`config.mk`:
```
export PLATFORM = sky130hd
export DESIGN_NAME = bpet_engine
export DESIGN_NICKNAME = d
export VERILOG_FILES = /design/src/design/bpet_pkg.sv /design/src/design/bpet_pixel_unit.sv /design/src/design/bpet_engine.sv
export SDC_FILE = /design/constraint.sdc
export NUM_CORES = 1
export LEC_CHECK = 0
export BUFFER_PORTS_ARGS = -buffer_cell sky130_fd_sc_hd__clkbuf_2
export CAP_MARGIN = 20
export CORE_UTILIZATION = 55
export DETAILED_ROUTE_END_ITERATION = 16
export PLACE_DENSITY = 0.83
export SYNTH_ARGS = -nofsm -noshare
export SYNTH_HDL_FRONTEND = slang
export SYNTH_SLANG_ARGS = --single-unit
```
`constraint.sdc`:
```
create_clock -name pclk -period 3.2 [get_ports pclk]
set_input_delay 0.16 -clock pclk [delete_from_list [all_inputs] [get_ports pclk]]
set_output_delay 0.16 -clock pclk [all_outputs]
set_load 0.02 [all_outputs]
```
`src/design/bpet_pkg.sv`:
```
// Package: register map, control fields and states of the pixel-source stage
package bpet_pkg;

    // Register indices; the byte address on APB is four times the index
    localparam logic [7:0] BPET_IDX_CTRL0 = 8'h00;
    localparam logic [7:0] BPET_IDX_CTRL1 = 8'h01;
    localparam logic [7:0] BPET_IDX_SRC = 8'h02;
    localparam logic [7:0] BPET_IDX_DIMX = 8'h06;
    localparam logic [7:0] BPET_IDX_DIMY = 8'h07;
    localparam logic [7:0] BPET_IDX_ROP = 8'h09;
    localparam logic [7:0] BPET_IDX_FG = 8'h0a;
    localparam logic [7:0] BPET_IDX_BG = 8'h0b;
    localparam logic [7:0] BPET_IDX_TCOL = 8'h0c;
    localparam logic [7:0] BPET_IDX_TMASK = 8'h0d;
    localparam logic [7:0] BPET_IDX_PMASK = 8'h0e;
    localparam logic [7:0] BPET_IDX_HOST = 8'h0f;
    localparam logic [7:0] BPET_IDX_STAT = 8'h10;
    localparam logic [7:0] BPET_IDX_DST = 8'h11;

    // Control register 0 fields
    localparam int BPET_C0_FMT_LSB = 0;
    localparam int BPET_C0_PACKED = 2;
    localparam int BPET_C0_EXTRACT = 3;
    localparam int BPET_C0_PATTERN = 4;
    localparam int BPET_C0_START = 5;
    localparam int BPET_C0_EXPAND = 6;
    // Control register 1 fields
    localparam int BPET_C1_MONO_TR = 0;
    localparam int BPET_C1_TR_EN = 1;
    localparam int BPET_C1_TR_POL = 2;

    // Source formats
    localparam logic [1:0] BPET_FMT_COLOR = 2'h0;
    localparam logic [1:0] BPET_FMT_FIXED = 2'h1;
    localparam logic [1:0] BPET_FMT_HOST = 2'h2;

    // Reset values
    localparam logic [15:0] BPET_RST_ZERO = 16'h0000;
    localparam logic [7:0] BPET_RST_PMASK = 8'hff;
    localparam logic [3:0] BPET_RST_ROP = 4'h3;

    // Pattern geometry: 8 by 8 pixels in a 64-pixel aligned block
    localparam int BPET_PAT_BITS = 3;
    localparam logic [15:0] BPET_PAT_ALIGN = 16'hffc0;
    localparam logic [2:0] BPET_HOST_PIX = 3'h4;

    typedef struct packed {
        logic [1:0] fmt;
        logic packed_mode;
        logic extract;
        logic pattern;
        logic expand;
        logic mono_tr;
        logic tr_en;
        logic tr_pol;
    } bpet_cfg_s;

    typedef struct packed {
        logic [7:0] fg;
        logic [7:0] bg;
        logic [7:0] tcol;
        logic [7:0] tmask;
        logic [7:0] pmask;
        logic [3:0] rop;
    } bpet_colors_s;

    typedef enum logic [3:0] {
        BPET_IDLE = 4'b0001,
        BPET_SRC = 4'b0010,
        BPET_DST = 4'b0100,
        BPET_WR = 4'b1000
    } bpet_state_e;

endpackage : bpet_pkg

```
`src/design/bpet_pixel_unit.sv`:
```
// Pixel combine: comparators, expansion, raster operation, transparency
`timescale 1ns/1ps
module bpet_pixel_unit
    import bpet_pkg::*;
(
    input wire bpet_pkg::bpet_cfg_s cfg,
    input wire bpet_pkg::bpet_colors_s col,
    input wire logic [7:0] src_pix,
    input wire logic [7:0] dst_pix,
    output logic [7:0] result,
    output logic write_en
);

    // Masked compare; planar pixels only use the four map bits
    function automatic logic color_match(input logic [7:0] pix,
        input logic [7:0] c, input logic [7:0] m, input logic planar);
        logic [7:0] diff;
        diff = (pix ^ c) & ~m;
        if (planar)
        begin
            diff[7:4] = 4'h0;
        end
        return diff == 8'h00;
    endfunction : color_match

    logic planar;
    logic mono;
    logic [7:0] fg;
    logic [7:0] bg;
    logic [7:0] s;
    logic [7:0] r;
    logic dst_hit;
    logic transparent;

    always_comb
    begin
        planar = !cfg.packed_mode;
        fg = planar ? {4'h0, col.fg[3:0]} : col.fg;
        bg = planar ? {4'h0, col.bg[3:0]} : col.bg;
        mono = color_match(src_pix, col.tcol, col.tmask, planar);
        if (cfg.fmt == BPET_FMT_FIXED)
        begin
            s = fg;
        end
        else if (cfg.extract)
        begin
            s = cfg.expand ? (mono ? fg : bg) : {8{mono}};
        end
        else
        begin
            s = src_pix;
        end
        // Raster operation acts on the expanded colours alike
        r = (~s & ~dst_pix & {8{col.rop[3]}}) |
            (~s & dst_pix & {8{col.rop[2]}}) |
            (s & ~dst_pix & {8{col.rop[1]}}) |
            (s & dst_pix & {8{col.rop[0]}});
        result = (r & col.pmask) | (dst_pix & ~col.pmask);
        if (planar)
        begin
            result[7:4] = 4'h0;
        end
        dst_hit = color_match(dst_pix, col.tcol, col.tmask, planar);
        transparent = cfg.tr_pol ? dst_hit : !dst_hit;
        write_en = 1'b1;
        // Comparator registers are busy while extracting
        if (cfg.tr_en && !(cfg.extract && cfg.fmt != BPET_FMT_FIXED))
        begin
            write_en = transparent;
        end
        if (cfg.mono_tr && cfg.extract && cfg.fmt != BPET_FMT_FIXED
            && !mono)
        begin
            write_en = 1'b0;
        end
    end

endmodule : bpet_pixel_unit

```
`src/design/bpet_engine.sv`:
```
// Pixel-source stage of the block-transfer engine with APB registers
`timescale 1ns/1ps
module bpet_engine
    import bpet_pkg::*;
#(
    parameter int ADDR_W = 16
)
(
    input wire logic pclk,
    input wire logic presetn,
    input wire logic psel,
    input wire logic penable,
    input wire logic pwrite,
    input wire logic [11:0] paddr,
    input wire logic [31:0] pwdata,
    output logic [31:0] prdata,
    output logic pready,
    output logic pslverr,
    output logic mem_req,
    output logic mem_we,
    output logic [ADDR_W-1:0] mem_addr,
    output logic [7:0] mem_wdata,
    input wire logic mem_ack,
    input wire logic [7:0] mem_rdata,
    output logic busy
);

    logic [15:0] ctrl0_q, ctrl0_d;
    logic [15:0] ctrl1_q, ctrl1_d;
    logic [15:0] src_q, src_d;
    logic [15:0] dst_q, dst_d;
    logic [15:0] dimx_q, dimx_d;
    logic [15:0] dimy_q, dimy_d;
    logic [3:0] rop_q, rop_d;
    logic [7:0] fg_q, fg_d;
    logic [7:0] bg_q, bg_d;
    logic [7:0] tcol_q, tcol_d;
    logic [7:0] tmask_q, tmask_d;
    logic [7:0] pmask_q, pmask_d;
    logic [31:0] host_q, host_d;
    logic [2:0] host_cnt_q, host_cnt_d;
    logic [31:0] prdata_q, prdata_d;
    logic slverr_q, slverr_d;

    bpet_state_e state_q, state_d;
    logic [15:0] x_q, x_d;
    logic [15:0] y_q, y_d;
    logic [15:0] lin_q, lin_d;
    logic [7:0] spix_q, spix_d;
    logic [7:0] dpix_q, dpix_d;

    bpet_cfg_s cfg;
    bpet_colors_s colors;
    logic [7:0] result;
    logic write_en;

    logic [7:0] idx;
    logic setup;
    logic access;
    logic host_wr;
    logic mapped;
    logic last_pix;
    logic [15:0] pat_addr;

    // Pattern pixel address: offset from the anchor, wrapped in both axes
    function automatic logic [15:0] pattern_addr(input logic [15:0] anchor,
        input logic [15:0] x, input logic [15:0] y);
        logic [2:0] col;
        logic [2:0] row;
        col = anchor[2:0] + x[2:0];
        row = anchor[5:3] + y[2:0];
        return (anchor & BPET_PAT_ALIGN) | {10'h000, row, col};
    endfunction : pattern_addr

    assign idx = paddr[9:2];
    assign setup = psel && !penable;
    assign access = psel && penable;
    assign host_wr = pwrite && idx == BPET_IDX_HOST;
    // Host writes stall until the previous word is used up
    assign pready = !(host_wr && host_cnt_q != 3'h0);
    assign pslverr = slverr_q && access;
    assign prdata = prdata_q;
    assign busy = state_q != BPET_IDLE;

    assign cfg.fmt = ctrl0_q[BPET_C0_FMT_LSB +: 2];
    assign cfg.packed_mode = ctrl0_q[BPET_C0_PACKED];
    assign cfg.extract = ctrl0_q[BPET_C0_EXTRACT];
    assign cfg.pattern = ctrl0_q[BPET_C0_PATTERN];
    assign cfg.expand = ctrl0_q[BPET_C0_EXPAND];
    assign cfg.mono_tr = ctrl1_q[BPET_C1_MONO_TR];
    assign cfg.tr_en = ctrl1_q[BPET_C1_TR_EN];
    assign cfg.tr_pol = ctrl1_q[BPET_C1_TR_POL];
    assign colors = '{fg: fg_q, bg: bg_q, tcol: tcol_q, tmask: tmask_q,
                      pmask: pmask_q, rop: rop_q};

    assign last_pix = (x_q + 16'h0001 >= dimx_q)
                      && (y_q + 16'h0001 >= dimy_q);
    assign pat_addr = pattern_addr(src_q, x_q, y_q);

    bpet_pixel_unit u_pixel (
        .cfg(cfg),
        .col(colors),
        .src_pix(spix_q),
        .dst_pix(dpix_q),
        .result(result),
        .write_en(write_en)
    );

    assign mapped = paddr[11:10] == 2'h0 && idx inside {BPET_IDX_CTRL0,
        BPET_IDX_CTRL1, BPET_IDX_SRC, BPET_IDX_DIMX, BPET_IDX_DIMY,
        [BPET_IDX_ROP:BPET_IDX_DST]};

    always_comb
    begin
        ctrl0_d = ctrl0_q;
        ctrl1_d = ctrl1_q;
        src_d = src_q;
        dst_d = dst_q;
        dimx_d = dimx_q;
        dimy_d = dimy_q;
        rop_d = rop_q;
        fg_d = fg_q;
        bg_d = bg_q;
        tcol_d = tcol_q;
        tmask_d = tmask_q;
        pmask_d = pmask_q;
        host_d = host_q;
        host_cnt_d = host_cnt_q;
        prdata_d = prdata_q;
        slverr_d = slverr_q;
        if (state_q == BPET_SRC && cfg.fmt == BPET_FMT_HOST
            && host_cnt_q != 3'h0)
        begin
            // Bytes of the word are used low byte first
            host_d = {8'h00, host_q[31:8]};
            host_cnt_d = host_cnt_q - 3'h1;
        end
        if (state_q == BPET_WR && last_pix)
        begin
            ctrl0_d[BPET_C0_START] = 1'b0;
        end
        if (setup)
        begin
            slverr_d = !mapped;
            prdata_d = 32'h0000_0000;
            unique case (idx)
                BPET_IDX_CTRL0: prdata_d[15:0] = ctrl0_q;
                BPET_IDX_CTRL1: prdata_d[15:0] = ctrl1_q;
                BPET_IDX_SRC: prdata_d[15:0] = src_q;
                BPET_IDX_DST: prdata_d[15:0] = dst_q;
                BPET_IDX_DIMX: prdata_d[15:0] = dimx_q;
                BPET_IDX_DIMY: prdata_d[15:0] = dimy_q;
                BPET_IDX_ROP: prdata_d[11:8] = rop_q;
                BPET_IDX_FG: prdata_d[7:0] = fg_q;
                BPET_IDX_BG: prdata_d[7:0] = bg_q;
                BPET_IDX_TCOL: prdata_d[7:0] = tcol_q;
                BPET_IDX_TMASK: prdata_d[7:0] = tmask_q;
                BPET_IDX_PMASK: prdata_d[7:0] = pmask_q;
                BPET_IDX_STAT: prdata_d[15:0] = {12'h000,
                    host_cnt_q == 3'h0, busy, state_q[1], state_q[2]};
                default: ;
            endcase
        end
        // Setup registers are locked while a transfer runs
        if (access && pready && pwrite && mapped && !busy)
        begin
            unique case (idx)
                BPET_IDX_CTRL0: ctrl0_d = pwdata[15:0];
                BPET_IDX_CTRL1: ctrl1_d = pwdata[15:0];
                BPET_IDX_SRC: src_d = pwdata[15:0];
                BPET_IDX_DST: dst_d = pwdata[15:0];
                BPET_IDX_DIMX: dimx_d = pwdata[15:0];
                BPET_IDX_DIMY: dimy_d = pwdata[15:0];
                BPET_IDX_ROP: rop_d = pwdata[11:8];
                BPET_IDX_FG: fg_d = pwdata[7:0];
                BPET_IDX_BG: bg_d = pwdata[7:0];
                BPET_IDX_TCOL: tcol_d = pwdata[7:0];
                BPET_IDX_TMASK: tmask_d = pwdata[7:0];
                BPET_IDX_PMASK: pmask_d = pwdata[7:0];
                default: ;
            endcase
        end
        if (access && pready && host_wr)
        begin
            host_d = pwdata;
            host_cnt_d = BPET_HOST_PIX;
        end
    end

    // Pixel sequencer: fetch source, fetch destination, write back
    always_comb
    begin
        state_d = state_q;
        x_d = x_q;
        y_d = y_q;
        lin_d = lin_q;
        spix_d = spix_q;
        dpix_d = dpix_q;
        mem_req = 1'b0;
        mem_we = 1'b0;
        mem_addr = '0;
        unique case (state_q)
            BPET_IDLE:
            begin
                x_d = 16'h0000;
                y_d = 16'h0000;
                lin_d = 16'h0000;
                if (ctrl0_q[BPET_C0_START] && dimx_q != 16'h0000
                    && dimy_q != 16'h0000)
                begin
                    // No source fetch for a fixed colour fill
                    state_d = cfg.fmt == BPET_FMT_FIXED ? BPET_DST
                                                        : BPET_SRC;
                end
            end
            BPET_SRC:
            begin
                if (cfg.fmt == BPET_FMT_HOST)
                begin
                    if (host_cnt_q != 3'h0)
                    begin
                        spix_d = host_q[7:0];
                        state_d = BPET_DST;
                    end
                end
                else
                begin
                    mem_req = 1'b1;
                    mem_addr = ADDR_W'(cfg.pattern ? pat_addr
                                                   : src_q + lin_q);
                    if (mem_ack)
                    begin
                        spix_d = mem_rdata;
                        state_d = BPET_DST;
                    end
                end
            end
            BPET_DST:
            begin
                mem_req = 1'b1;
                mem_addr = ADDR_W'(dst_q + lin_q);
                if (mem_ack)
                begin
                    dpix_d = mem_rdata;
                    state_d = BPET_WR;
                end
            end
            BPET_WR:
            begin
                mem_req = write_en;
                mem_we = write_en;
                mem_addr = ADDR_W'(dst_q + lin_q);
                // Opaque or masked pixels skip the write cycle
                if (mem_ack || !write_en)
                begin
                    lin_d = lin_q + 16'h0001;
                    if (x_q + 16'h0001 >= dimx_q)
                    begin
                        x_d = 16'h0000;
                        y_d = y_q + 16'h0001;
                    end
                    else
                    begin
                        x_d = x_q + 16'h0001;
                    end
                    if (last_pix)
                    begin
                        state_d = BPET_IDLE;
                    end
                    else
                    begin
                        state_d = cfg.fmt == BPET_FMT_FIXED ? BPET_DST
                                                            : BPET_SRC;
                    end
                end
            end
            default: state_d = BPET_IDLE;
        endcase
    end

    assign mem_wdata = result;

    always_ff @(posedge pclk or negedge presetn)
    begin
        if (!presetn)
        begin
            ctrl0_q <= BPET_RST_ZERO;
            ctrl1_q <= BPET_RST_ZERO;
            src_q <= BPET_RST_ZERO;
            dst_q <= BPET_RST_ZERO;
            dimx_q <= BPET_RST_ZERO;
            dimy_q <= BPET_RST_ZERO;
            rop_q <= BPET_RST_ROP;
            fg_q <= 8'h00;
            bg_q <= 8'h00;
            tcol_q <= 8'h00;
            tmask_q <= 8'h00;
            pmask_q <= BPET_RST_PMASK;
            host_q <= 32'h0000_0000;
            host_cnt_q <= 3'h0;
            prdata_q <= 32'h0000_0000;
            slverr_q <= 1'b0;
            state_q <= BPET_IDLE;
            x_q <= 16'h0000;
            y_q <= 16'h0000;
            lin_q <= 16'h0000;
            spix_q <= 8'h00;
            dpix_q <= 8'h00;
        end
        else
        begin
            ctrl0_q <= ctrl0_d;
            ctrl1_q <= ctrl1_d;
            src_q <= src_d;
            dst_q <= dst_d;
            dimx_q <= dimx_d;
            dimy_q <= dimy_d;
            rop_q <= rop_d;
            fg_q <= fg_d;
            bg_q <= bg_d;
            tcol_q <= tcol_d;
            tmask_q <= tmask_d;
            pmask_q <= pmask_d;
            host_q <= host_d;
            host_cnt_q <= host_cnt_d;
            prdata_q <= prdata_d;
            slverr_q <= slverr_d;
            state_q <= state_d;
            x_q <= x_d;
            y_q <= y_d;
            lin_q <= lin_d;
            spix_q <= spix_d;
            dpix_q <= dpix_d;
        end
    end

endmodule : bpet_engine

```
# --- Word-level counts from Yosys, hierarchy flattened ---
# Cells that the tools add are included.
# Widths: inputs -> output; s select.
classes:
  n_addsub: 8
  order_cmp: 4
  eq_ne: 28
  mux: 48
  n_bitwise: 23
  reduce_logical: 62
ops:
  columns: ["operator", "count"]
  rows:
  - ["$pmux 16 s2", 4]
  - ["$mux 16", 7]
  - ["$and 8x8->8", 12]
  - ["$pmux 8 s12", 1]
  - ["$mux 8", 9]
  - ["$mux 32", 2]
  - ["$eq 8x4->1 const B", 7]
  - ["$add 16x1->16 const B", 3]
  - ["$mux 4", 9]
  - ["$add 16x16->16", 2]
  - ["$ge 16x16->1", 2]
  - ["$not 8->8", 4]
  - ["$or 8x8->8", 4]
  - ["$reduce_bool 16->1", 2]
  - ["$pmux 4 s7", 1]
  - ["$reduce_and 2->1", 14]
  - ["$logic_not 8->1", 3]
  - ["$pmux 4 s6", 1]
  - ["$logic_and 1x1->1", 23]
  - ["$eq 8x3->1 const B", 2]
  - ["$eq 8x5->1 const B", 2]
  - ["$or 16x6->16", 1]
  - ["$pmux 4 s4", 1]
  - ["$xor 8x8->8", 2]
  - ["30 further kinds", 55]
word_totals:
  ff_bits: 260
  inputBits: 58
  output_inout_bits: 61
  wordCells: 196

# --- Depth between registers and ports, before layout ---
# Gate-level depths: netlist of the first run.
depth:
  word_depth: 17
  mapped_depth: 19
  ltp_nobuf: 15

# --- Cells and area by module ---
# Synthesis of the first run repeated with hierarchy kept, for this count alone.
unflattened:
  hier_cells: 1631
  hier_area_um2: 16358.2
by_module_without_submodules:
  columns: ["mod", "n_inst", "cells_each", "area_per_inst_um2", "seq_area_each_um2"]
  rows:
  - ["bpet_engine", 1, 1478, 15289.7, 6520.0]
  - ["bpet_pixel_unit", 1, 153, 1068.5, 0.0]

# --- Worst setup path after synthesis of the first run ---
# No wires, ideal clock.
synth_timing:
  kind: "reg2reg"
  start: "register x_q[2]"
  end: "register y_q[10]"
  setup_time_ns: 0.134
  arrival_ns: 3.384
  required_ns: 3.066
  setup_slack_ns: -0.318
  stages_incl_launch_ff: 19
  n_path_buf: 4
  period_less_slack_ns: 3.518
  cell_sequence: "dfrtp_1 > buf_2 > nand3_1 > nor2_1 > nand2_1 > or2_2 > clkbuf_1 > nor2_1 > nand3_1 > xnor2_1 > ha_1 > a21o_1 > a21o_1 > a21oi_1 > o31ai_2 > nor2_1 > clkbuf_1 > clkbuf_1 > o31ai_1"
synth_via:
  elab_chain_len: 4
synth_rtl:
  columns: ["item", "line_no", "rtl"]
  rows:
  - ["start: declaration", "bpet_engine.sv:46", "logic [15:0] x_q, x_d;"]
  - ["start signal: assignment", "bpet_engine.sv:304", "x_q <= 16'h0000;"]
  - ["start signal: assignment", "bpet_engine.sv:329", "x_q <= x_d;"]
  - ["$add 16x1->16", "bpet_engine.sv:257", "if (x_q + 16'h0001 >= dimx_q)"]
  - ["$ge 16x16->1", "bpet_engine.sv:257", null]
  - ["$ne 2x1->1 (no source line)", null, null]
  - ["$reduce_and 3->1 (no source line)", null, null]
  - ["end signal: assignment", "bpet_engine.sv:330", "y_q <= y_d;"]
  - ["end: declaration", "bpet_engine.sv:47", "logic [15:0] y_q, y_d;"]
# No other way between the ends.
# A chain may end at the register's enable or synchronous reset.

# --- Worst setup path in the final report of the first run ---
layout_timing:
  start: "register src_q[2]"
  end: "output port mem_addr[14]"
layout_via:
  elab_chain_len: 4
layout_rtl:
  columns: ["item", "line_no", "rtl"]
  rows:
  - ["start: declaration", "bpet_engine.sv:30", "logic [15:0] src_q, src_d;"]
  - ["start signal: assignment", "bpet_engine.sv:314", "src_q <= src_d;"]
  - ["$add 16x16->16", "bpet_engine.sv:230", ": src_q + lin_q);"]
  - ["$mux 16", "bpet_engine.sv:229", "mem_addr = ADDR_W'(cfg.pattern ? pat_addr"]
  - ["$mux 16", "bpet_engine.sv:218", "if (cfg.fmt == BPET_FMT_HOST)"]
  - ["$pmux 16 s2", "bpet_engine.sv:202", "unique case (state_q)"]
  - ["end: declaration", "bpet_engine.sv:21", "output logic [ADDR_W-1:0] mem_addr,"]
# No other way between the ends.

==> results of run 1 <==
state kept, by name, summed over array words and instances (netlist names), 16 cells and up:
register / count
dimy_q: 16
x_q: 16
dst_q: 16
ctrl0_q: 16
ctrl1_q: 16
host_q: 32
lin_q: 16
prdata: 16
y_q: 16
dimx_q: 16
src_q: 16
through the flow:
stage,instance area [µm²],util [%],hold slack (ps)
2_1_floorplan,15900,-,-136
3_3_place_gp,17000,60.7,219
3_5_place_dp,17000,60.7,219
4_1_cts,18600,66.2,2.22
5_1_grt,19300,68.8,2.05
6_report,19300,68.8,-51.2
metal layers:
layer  part of all wire [%]  routed length [µm]  track usage, %
met1                     39               20400            46.3
met2                     45               23200            52.6
met3                     11                5530            8.15
met4                    5.8                3010            18.2
met5                      0                   0               0
cell usage after synthesis, types with 18 or more instances:
master | count | area (µm²)
nor3_1 | 21 | 105
nand2_1 | 146 | 548
mux2i_1 | 47 | 470
nor2_1 | 98 | 368
ha_1 | 69 | 863
a21oi_1 | 65 | 325
a31oi_1 | 23 | 144
nand2b_1 | 25 | 156
xnor2_1 | 47 | 412
inv_1 | 51 | 191
nand3_1 | 33 | 165
xor2_1 | 24 | 210
a22o_1 | 28 | 245
o21ai_0 | 111 | 556
a21o_1 | 20 | 150
mux2_1 | 18 | 203
mux2_2 | 97 | 1090
a221oi_1 | 22 | 193
o31ai_1 | 23 | 173
clkbuf_1 | 54 | 203
dfrtp_1 | 249 | 6230
cell usage in the layout (no fill, tap or decap), types with 13 or more instances in the layout:
cell type and n:
a21o_1 20, a21oi_1 55, a221oi_1 22, a22o_1 28
a22oi_1 17, a31oi_1 21, and2_1 13, and3_1 16
buf_4 112, clkbuf_16 29, clkbuf_2 91, conb_1 16
dfrtp_1 243, dlygate4sd3_1 26, ha_1 56, inv_1 47
mux2_1 18, mux2_2 97, mux2i_1 47, nand2_1 144
nand2b_1 25, nand3_1 30, nand4_1 13, nor2_1 89
nor3_1 14, o21ai_0 86, o21ai_2 16, o22ai_1 16
o31ai_1 19, xnor2_1 45, xor2_1 22
worst paths after layout:
| path | start | end | depth (start not counted) |
|---|---|---|---|
| setup / recovery | src_q[2]$_DFFE_PN0P_ | mem_addr[14] | 10 |
| hold / removal | penable | slverr_q$_DFFE_PN0P_ | 4 |
| setup reg to reg | x_q[1]$_DFFE_PN0P_ | y_q[0]$_DFFE_PN0P_ | 17 |
| hold reg to reg | slverr_q$_DFFE_PN0P_ | slverr_q$_DFFE_PN0P_ | 2 |
| max in group asynchronous | presetn | pmask_q[0]$_DFFE_PN1P_ | 3 |
| min in group asynchronous | presetn | host_q[25]$_DFFE_PN0P_ | 2 |
area by class of cell:
type | count | area (µm²) | area share (%)
clock buffer | 39 | 813 | 4.22
clock inverter | 12 | 146 | 0.760
inverter | 52 | 195 | 1.01
multi-input combinational | 1197 | 9300 | 48.3
sequential | 260 | 6530 | 33.9
tap | 378 | 473 | 2.46
timing repair buffer | 249 | 1810 | 9.38
power by group:
part / leakage [µW] / internal (µW) / total (µW) / switching (µW)
Clock: 0.000466 / 2010 / 3400 / 1380
Sequential: 0.00321 / 3450 / 3690 / 244
Combinational: 0.00544 / 849 / 2320 / 1470
Total: 0.00912 / 6310 / 9410 / 3100
worst min-delay path: cells and delay by family:
kind	cells	cell delay, ps
buf+inv	1	120
simple gates	3	200
what timing repair did:
| item | CTS | global route |
|---|---|---|
| resized for setup | 55 | 125 |
| hold endpoints to repair | 115 | 0 |
| hold buffers | 26 | 0 |
| buffers inserted | 11 | 27 |
| setup endpoints to repair | 40 | 49 |
| gates cloned | 2 | 1 |
| pin swaps | 16 | 54 |
logic make-up after synthesis:
| family | after synthesis | synth area share, % |
|---|---|---|
| AND/OR/NAND/NOR | 453 | 15.0 |
| adder cells (fa/ha/maj) | 73 | 5.97 |
| XOR/XNOR | 71 | 3.93 |
| buffers and inverters | 152 | 4.47 |
| multiplexers | 163 | 11.3 |
| flip-flops | 260 | 41.2 |
| AO/OA/AOI/OAI | 421 | 18.1 |
| other | 1 | 0.0237 |
==> results.toml, run 1 <==
[sta]
rsz0062_at_grt = "true"
tightestPinTransition_ps = 1010
max_clock_freq_ghz = 0.279
timing.final.crit_period_ps = 3580
finalClockSkew_ps = 21.2
period_share_pct = 112
drv_slew = 0
hold_ws_ps = -51.2
setup_ws_ps = -380
hold_viol_final = 2
maxSlewHeadroom_pct = 32.7
finalSetupTns_ps = -2870
setup_violations = 32

[place]
port_buffers = 100
hpwl_um = 36100
routabilityCongestion = 0.966
post-place-ws_ps = -201
dp.cells = 2069

[clocking]
clockRootBuffer = "clkbuf_16"
clock-sinks = 260
worstSkewPairLatency_ps = 560
cts_max_level = 1
cts_buffers = 28
clock_path_buffers = 3
clkTransAtPathRegs_ps = 60
cts_tree = "yes"

[drt]
vias_per_cell = 6.55
wl_per_cell_um = 23.8
dr.pass1.iters = 9
wirelength_um = 52100
drtIter0Drc = 1467
vias = 14300
drc = 0
ant_nets = 0

[setup_path]
cp_slowest_cell = "dfrtp_1"
worstPathMaxFanout = 4
crit_family = "compound AO/OA/AOI/OAI gates"
criticalPathCategory = "register to output port"
cp.buffers_inverters = 1
crit_path_end_kind = "output port"
path_cells = "ha_4, nor2b_2, o31a_1, o41a_1, o31a_1, o41a_1, a31oi_1, xor2_1, o311ai_1, buf_4"
rrSetupSlack_ps = -110
worstPathArrival_ps = 3420
worst_setup_path_start_kind = "register"
cp.required_ps = 3040
max_stage_delay_ps = 450

[floorplan]
placementRows = 61
die_y_um = 172
start_util_pct = 56.4
die_x_um = 172
core_area_um2 = 28000
die_area_um2 = 29400
io_pins = 119

[power]
power_uw = 9410
power-per-cell-area_nw_per_um2 = 488
ir_drop_v = 0.000435
leakagePower_uw = 0.00912

[cells_and_area]
fin_cells = 2187
nFillCells = 2005
syn_to_final_growth_pct = 21.8
diodes = 0
drive_gt1_share_pct = 28.5
nets = 1919

[global_routing]
grt_pass1_wl_um = 77300
grt_pass1_vias = 13700
grt_max_degree = 91
antenna_found_initial = 0
grt.total_usage_pct = 34.8
globalRouteOverflowTotal = 0

[logic_synthesis]
netlist_instances = 1594
yosysWarnings = 0
synth_edf_count = 0
ys_ff_latch = 260
synthArstFlopShare_pct = 100
syn-cell-area_um2 = 15800
synthFlopType = "dfrtp_1"
synth_cell_types = 89
avgSynthCellArea_um2 = 9.92
synth-seq-area-share_pct = 41.2

[worst_hold_path]
hold_class = "input pin to register"

[flow_run]
cap_viol_max_count = 0

[status]
status = "complete, but fails checks"
violations = "negative hold slack, negative setup slack"
Power figures use the tool's default switching activity.
==> run 2, diff against run 1 <==
CELL_PAD_IN_SITES_DETAIL_PLACEMENT = 0   (was default)
CELL_PAD_IN_SITES_GLOBAL_PLACEMENT = 1   (was default)
CORE_UTILIZATION = 44   (was 55)
PLACE_DENSITY = 0.84   (was 0.83)
==> run 2 against run 1 <==
  * The run ends with negative setup slack left
  * Clock power fell by 7.6%
  * Sequential share of layout area fell by 0.19 points
  * Global-route usage shrank 6.9 points
  * Hold slack improved by 67 ps
  * Die area is 25% higher
  * Maximum frequency decreased by 0.54%
  * Power fell by 1.4%
  * Setup slack got worse by 19 ps
  * Critical path depth up 2
  * Sequential cell count unchanged
  * Largest cell class unchanged
  * Largest power group unchanged
==> results.toml, run 2 (same netlist as run 1, synthesis figures left out) <==
[global_routing]
grt_max_degree = 92
top_usage_layer = "met2"
grt.total_usage_pct = 27.8
grt_pass1_wl_um = 77700
met2_usage_pct = 42.4
grt.met3_usage_pct = 5.10
globalRouteOverflowTotal = 0
grt_pass1_vias = 13200
antenna_found_initial = 1
grtUsageMet1_pct = 38.9

[place]
hpwl_um = 36900
port_buffers = 100
routabilityCongestion = 0.970

[flow_run]
cap_viol_max_count = 0

[sta]
hold_viol_final = 0
finalClockSkew_ps = 15.8
tightestPinTransition_ps = 989
timing.final.crit_period_ps = 3600
setup_ws_ps = -400
hold_ws_ps = 15.7
period_share_pct = 112
maxSlewHeadroom_pct = 34.0
setup_violations = 3
drv_slew = 0
finalSetupTns_ps = -689
rsz0062_at_grt = "true"
max_clock_freq_ghz = 0.278

[clocking]
clockRootBuffer = "clkbuf_16"
worstSkewPairLatency_ps = 560
cts_tree = "yes"
clock_path_buffers = 3
clkTransAtPathRegs_ps = 60
cts_buffers = 29
clock-sinks = 260
cts_max_level = 1

[cells_and_area]
syn_to_final_growth_pct = 22.4
diodes = 0
nets = 1915
final_common_cell = "dfrtp_1"
most-common-layout-cells = "248 x dfrtp_1, 144 x nand2_1, 105 x buf_4"
largest_reg_flops = 32
top_register = "host_q"
drive_gt1_share_pct = 27.8

[floorplan]
core_area_um2 = 35500
placementRows = 69
start_util_pct = 44.6
io_pins = 119
die_area_um2 = 36700
die_x_um = 192
die_y_um = 192

[setup_path]
cp.required_ps = 3040
crit_path_end_kind = "output port"
cp_slowest_cell = "dfrtp_1"
worstPathArrival_ps = 3440
r2r_cells = 17
worst_setup_path_start_kind = "register"
path_cells = "ha_2, inv_2, fa_2, nor2b_2, o31a_1, o41a_1, o31a_1, o41a_1, a31oi_1, xor2_1, o311ai_1, buf_4"
criticalPathCategory = "register to output port"
max_stage_delay_ps = 380
rrSetupSlack_ps = 10
worstPathMaxFanout = 2

[drt]
vias = 13900
wl_per_cell_um = 23.0
vias_per_cell = 6.13
ant_nets = 0
drtIter0Drc = 1199
dr.pass1.iters = 8
drc = 0
wirelength_um = 52000

[power]
leakagePower_uw = 0.00911
ir_drop_v = 0.000411
power_uw = 9270
power-per-cell-area_nw_per_um2 = 479

[status]
violations = "negative setup slack"
status = "complete, but fails checks"

[worst_hold_path]
hold_class = "input pin to register"
hold_depth = 5
==> run 2: cell count changes in the layout (fill, tap and decap cells not counted), sizes merged <==
cell | before | now
buf | 132 | 126
clkinv | 5 | 7
bufinv | 3 | 0
clkinvlp | 3 | 0
clkbuf | 130 | 132
==> run 2: where the power goes <==
part / internal (µW) / switching (µW) / leakage [µW]
Clock: 1780 / 1360 / 0.000438
Sequential: 3450 / 229 / 0.00322
Combinational: 944 / 1510 / 0.00545
Total: 6170 / 3100 / 0.00911
==> run 2: metal layers <==
metal | routed length, µm | share of wire (%) | vias to the layer above
li1 | - | - | 6217
met1 | 22300 | 43 | 6867
met2 | 23100 | 44 | 645
met3 | 4330 | 8.3 | 135
met4 | 2240 | 4.3 | 2
met5 | 13 | 0.025 | -
==> run 2: repair_timing <==
action / in CTS / in global routing
endpoints found under the hold margin: 118 / 2
hold buffers: 25 / 1
setup endpoints to repair: 27 / 51
pin swaps: 18 / 69
resized for setup: 48 / 134
cloned: 0 / 3
buffers inserted: 8 / 20
==> run 2: worst paths after layout <==
kind | start | end
setup / recovery | src_q[0]$_DFFE_PN0P_ | mem_addr[14]
hold / removal | paddr[10] | slverr_q$_DFFE_PN0P_
setup reg to reg | x_q[0]$_DFFE_PN0P_ | y_q[1]$_DFFE_PN0P_
hold reg to reg | host_q[3]$_DFFE_PN0P_ | host_q[3]$_DFFE_PN0P_
max in group asynchronous | presetn | src_q[15]$_DFFE_PN0P_
min in group asynchronous | presetn | dst_q[2]$_DFFE_PN0P_
==> run 2: through the flow <==
stage               util [%]  instance area, µm²  setup slack, ps  instances
floorplan                  -               15900             19.9       1609
global placement        48.3               17100             45.9       2156
detailed placement      48.3               17100             -193       2156
CTS                     52.3               18500             -391       2237
global route            54.5               19300             -518       2262
finish                  54.5               19300             -400       2262
==> run 2: critical path: cells and delay by family, from the launching register on <==
kind | cells | cell delay, ps
buffers and inverters | 2 | 250
AND/OR/NAND/NOR | 1 | 50
adder cells (fa/ha/maj) | 2 | 400
XOR/XNOR | 1 | 90
flip-flops | 1 | 380
AO/OA/AOI/OAI | 6 | 1710
==> run 2: layout make-up <==
type	instances	area [µm²]
clock buffer	40	827
inverter	52	195
fill	3084	16100
clock inverter	8	43.8
multi-input combinational	1197	9390
timing repair buffer	244	1790
tap	461	577
sequential	260	6520
==> run 3, diff against run 2 <==
CORE_ASPECT_RATIO = 2   (was default)
==> run 3 against run 2 <==
  * The run still ends with negative setup slack left
  * Combinational power shrank 6%
  * Power is 4.0% lower
  * Cell count down 0.27%
  * Hold slack better by 1.2 ps
  * Count of clock-buffer cells in the layout is 5 lower
  * Global-route usage is 2.5 points higher
  * First-iteration DRC count fell by 27%
  * Sequential share of layout area increased by 0.42 points
  * Via count shrank 0.81%
  * Critical endpoint unchanged
  * Largest power group unchanged
==> results.toml, run 3 (same netlist as run 1, synthesis figures left out) <==
[floorplan]
die_area_um2 = 36700
die_x_um = 136
placementRows = 97
die_y_um = 270
core_area_um2 = 35200
io_pins = 119
start_util_pct = 44.9

[drt]
vias_per_cell = 6.10
drtIter0Drc = 874
wirelength_um = 55600
vias = 13800
wl_per_cell_um = 24.7
drc = 0
ant_nets = 0
dr.pass1.iters = 5

[sta]
hold_ws_ps = 17.0
setup_ws_ps = -433
finalClockSkew_ps = 12.7
max_clock_freq_ghz = 0.275
setup_violations = 6
rsz0062_at_grt = "true"
tightestPinTransition_ps = 1000
timing.final.crit_period_ps = 3630
finalSetupTns_ps = -1150
period_share_pct = 114
drv_slew = 0
maxSlewHeadroom_pct = 33.2
hold_viol_final = 0

[place]
hpwl_um = 41800
port_buffers = 100
dpl_cell_area_um2 = 17200
routabilityCongestion = 0.958
post-place-ws_ps = -68.2
dp.cells = 2152

[status]
status = "complete, but fails checks"
violations = "negative setup slack"

[clocking]
worstSkewPairLatency_ps = 550
clockRootBuffer = "clkbuf_16"
clock-sinks = 260
cts_buffers = 25
cts_max_level = 1
clkTransAtPathRegs_ps = 70
clock_path_buffers = 3
cts_tree = "yes"

[cells_and_area]
largest_reg_flops = 32
nets = 1923
most-common-layout-cells = "243 x dfrtp_1, 145 x nand2_1, 119 x buf_4"
top_register = "host_q"
nFillCells = 3168
fin_cells = 2256
syn_to_final_growth_pct = 21.0
design_area_um2 = 19100
drive_gt1_share_pct = 27.6
final_common_cell = "dfrtp_1"
diodes = 0

[setup_path]
rrSetupSlack_ps = 20
worst_setup_path_start_kind = "register"
cp.required_ps = 3040
criticalPathCategory = "register to output port"
worstPathArrival_ps = 3470
crit_path_end_kind = "output port"
worstPathMaxFanout = 2

[power]
power-per-cell-area_nw_per_um2 = 465
p_switching_uw = 2980
clockPowerShare_pct = 32.7
power.share.switching_pct = 33.5
p_int_uw = 5920
combPwrFrac_pct = 25.9
ir_drop_v = 0.000394
leakagePower_uw = 0.00908
seqPwrFrac_pct = 41.4

[worst_hold_path]
hold_class = "input pin to register"

[global_routing]
grt_pass1_wl_um = 83000
grt.total_usage_pct = 30.3
antenna_found_initial = 0
globalRouteOverflowTotal = 0
grt_pass1_vias = 14000
grt_max_degree = 105

[flow_run]
cap_viol_max_count = 0
[run 3: cell count changes in the layout (fill, tap and decap cells not counted), moves of 4 or more]
| cell | before | now |
|---|---|---|
| o31ai_2 | 1 | 8 |
| o31ai_4 | 14 | 2 |
| o31ai_1 | 9 | 14 |
| dfrtp_1 | 248 | 243 |
| buf_4 | 105 | 119 |
| o21ai_1 | 16 | 12 |
| o21ai_0 | 88 | 95 |
| buf_6 | 11 | 7 |
| dfrtp_2 | 1 | 6 |
| clkbuf_16 | 31 | 27 |
[run 3: critical path, stage by stage (launching register included)]
cell	delay (ps)
dfrtp_1	390
ha_2	200
inv_2	50
fa_2	210
nor2b_2	50
o31a_1	250
o41a_1	340
o31a_1	260
o41a_1	380
a31oi_1	200
xor2_1	110
o311ai_2	280
buf_4	190
[run 3: repair_timing]
action / in CTS / in global routing
hold endpoints to repair: 110 / 0
setup endpoints to repair: 39 / 52
gates resized for setup: 39 / 97
pin swaps: 10 / 42
gates cloned: 0 / 3
hold buffers: 28 / 0
setup buffers: 7 / 18
[run 3: per-stage QoR]
stage	total power, µW	utilization (%)
4_1_cts	8620	52.5
5_1_grt	9230	54.4
3_3_place_gp	5600	48.9
2_1_floorplan	4960	-
6_report	8900	54.4
3_5_place_dp	5650	48.9
[run 3: metal layers]
metal	vias to the layer above	global-route usage, %	share of wire [%]
li1	6230	-	-
met4	0	26.1	10
met3	228	3.68	4.2
met5	-	0	0
met2	471	53.8	52
met1	6825	30.6	34
[run 3: area by class of cell]
cell class              instances  area, µm²  share of cell area, %
repair buffers                256       1870                   9.79
clock buffers                  35        703                   3.68
clock inverters                11       83.8                  0.438
well taps                     445        557                   2.91
flip-flops and latches        260       6530                   34.1
multi-input cells            1197       9190                   48.0
inverters                      52        195                   1.02
[run 3: power by group through the flow]
stage	Clock [µW]	Combinational (µW)	Sequential (µW)
after CTS	2970	1970	3680
after global placement	0	1870	3740
after floorplan	0	1290	3670
after global routing	3090	2440	3700
after detailed placement	0	1910	3740
final	2910	2310	3680
[run 3: final timing paths]
kind | start | to | cells after the start
min in group asynchronous | presetn | x_q[15]$_DFFE_PN0P_ | 2
max in group asynchronous | presetn | dimy_q[5]$_DFFE_PN0P_ | 3
setup reg to reg | x_q[0]$_DFFE_PN0P_ | state_q[2]$_DFFE_PN0P_ | 16
setup / recovery | src_q[0]$_DFFE_PN0P_ | mem_addr[14] | 12
hold / removal | pwdata[10] | dimx_q[10]$_DFFE_PN0P_ | 3
hold reg to reg | prdata[4]$_DFFE_PN0P_ | prdata[4]$_DFFE_PN0P_ | 1
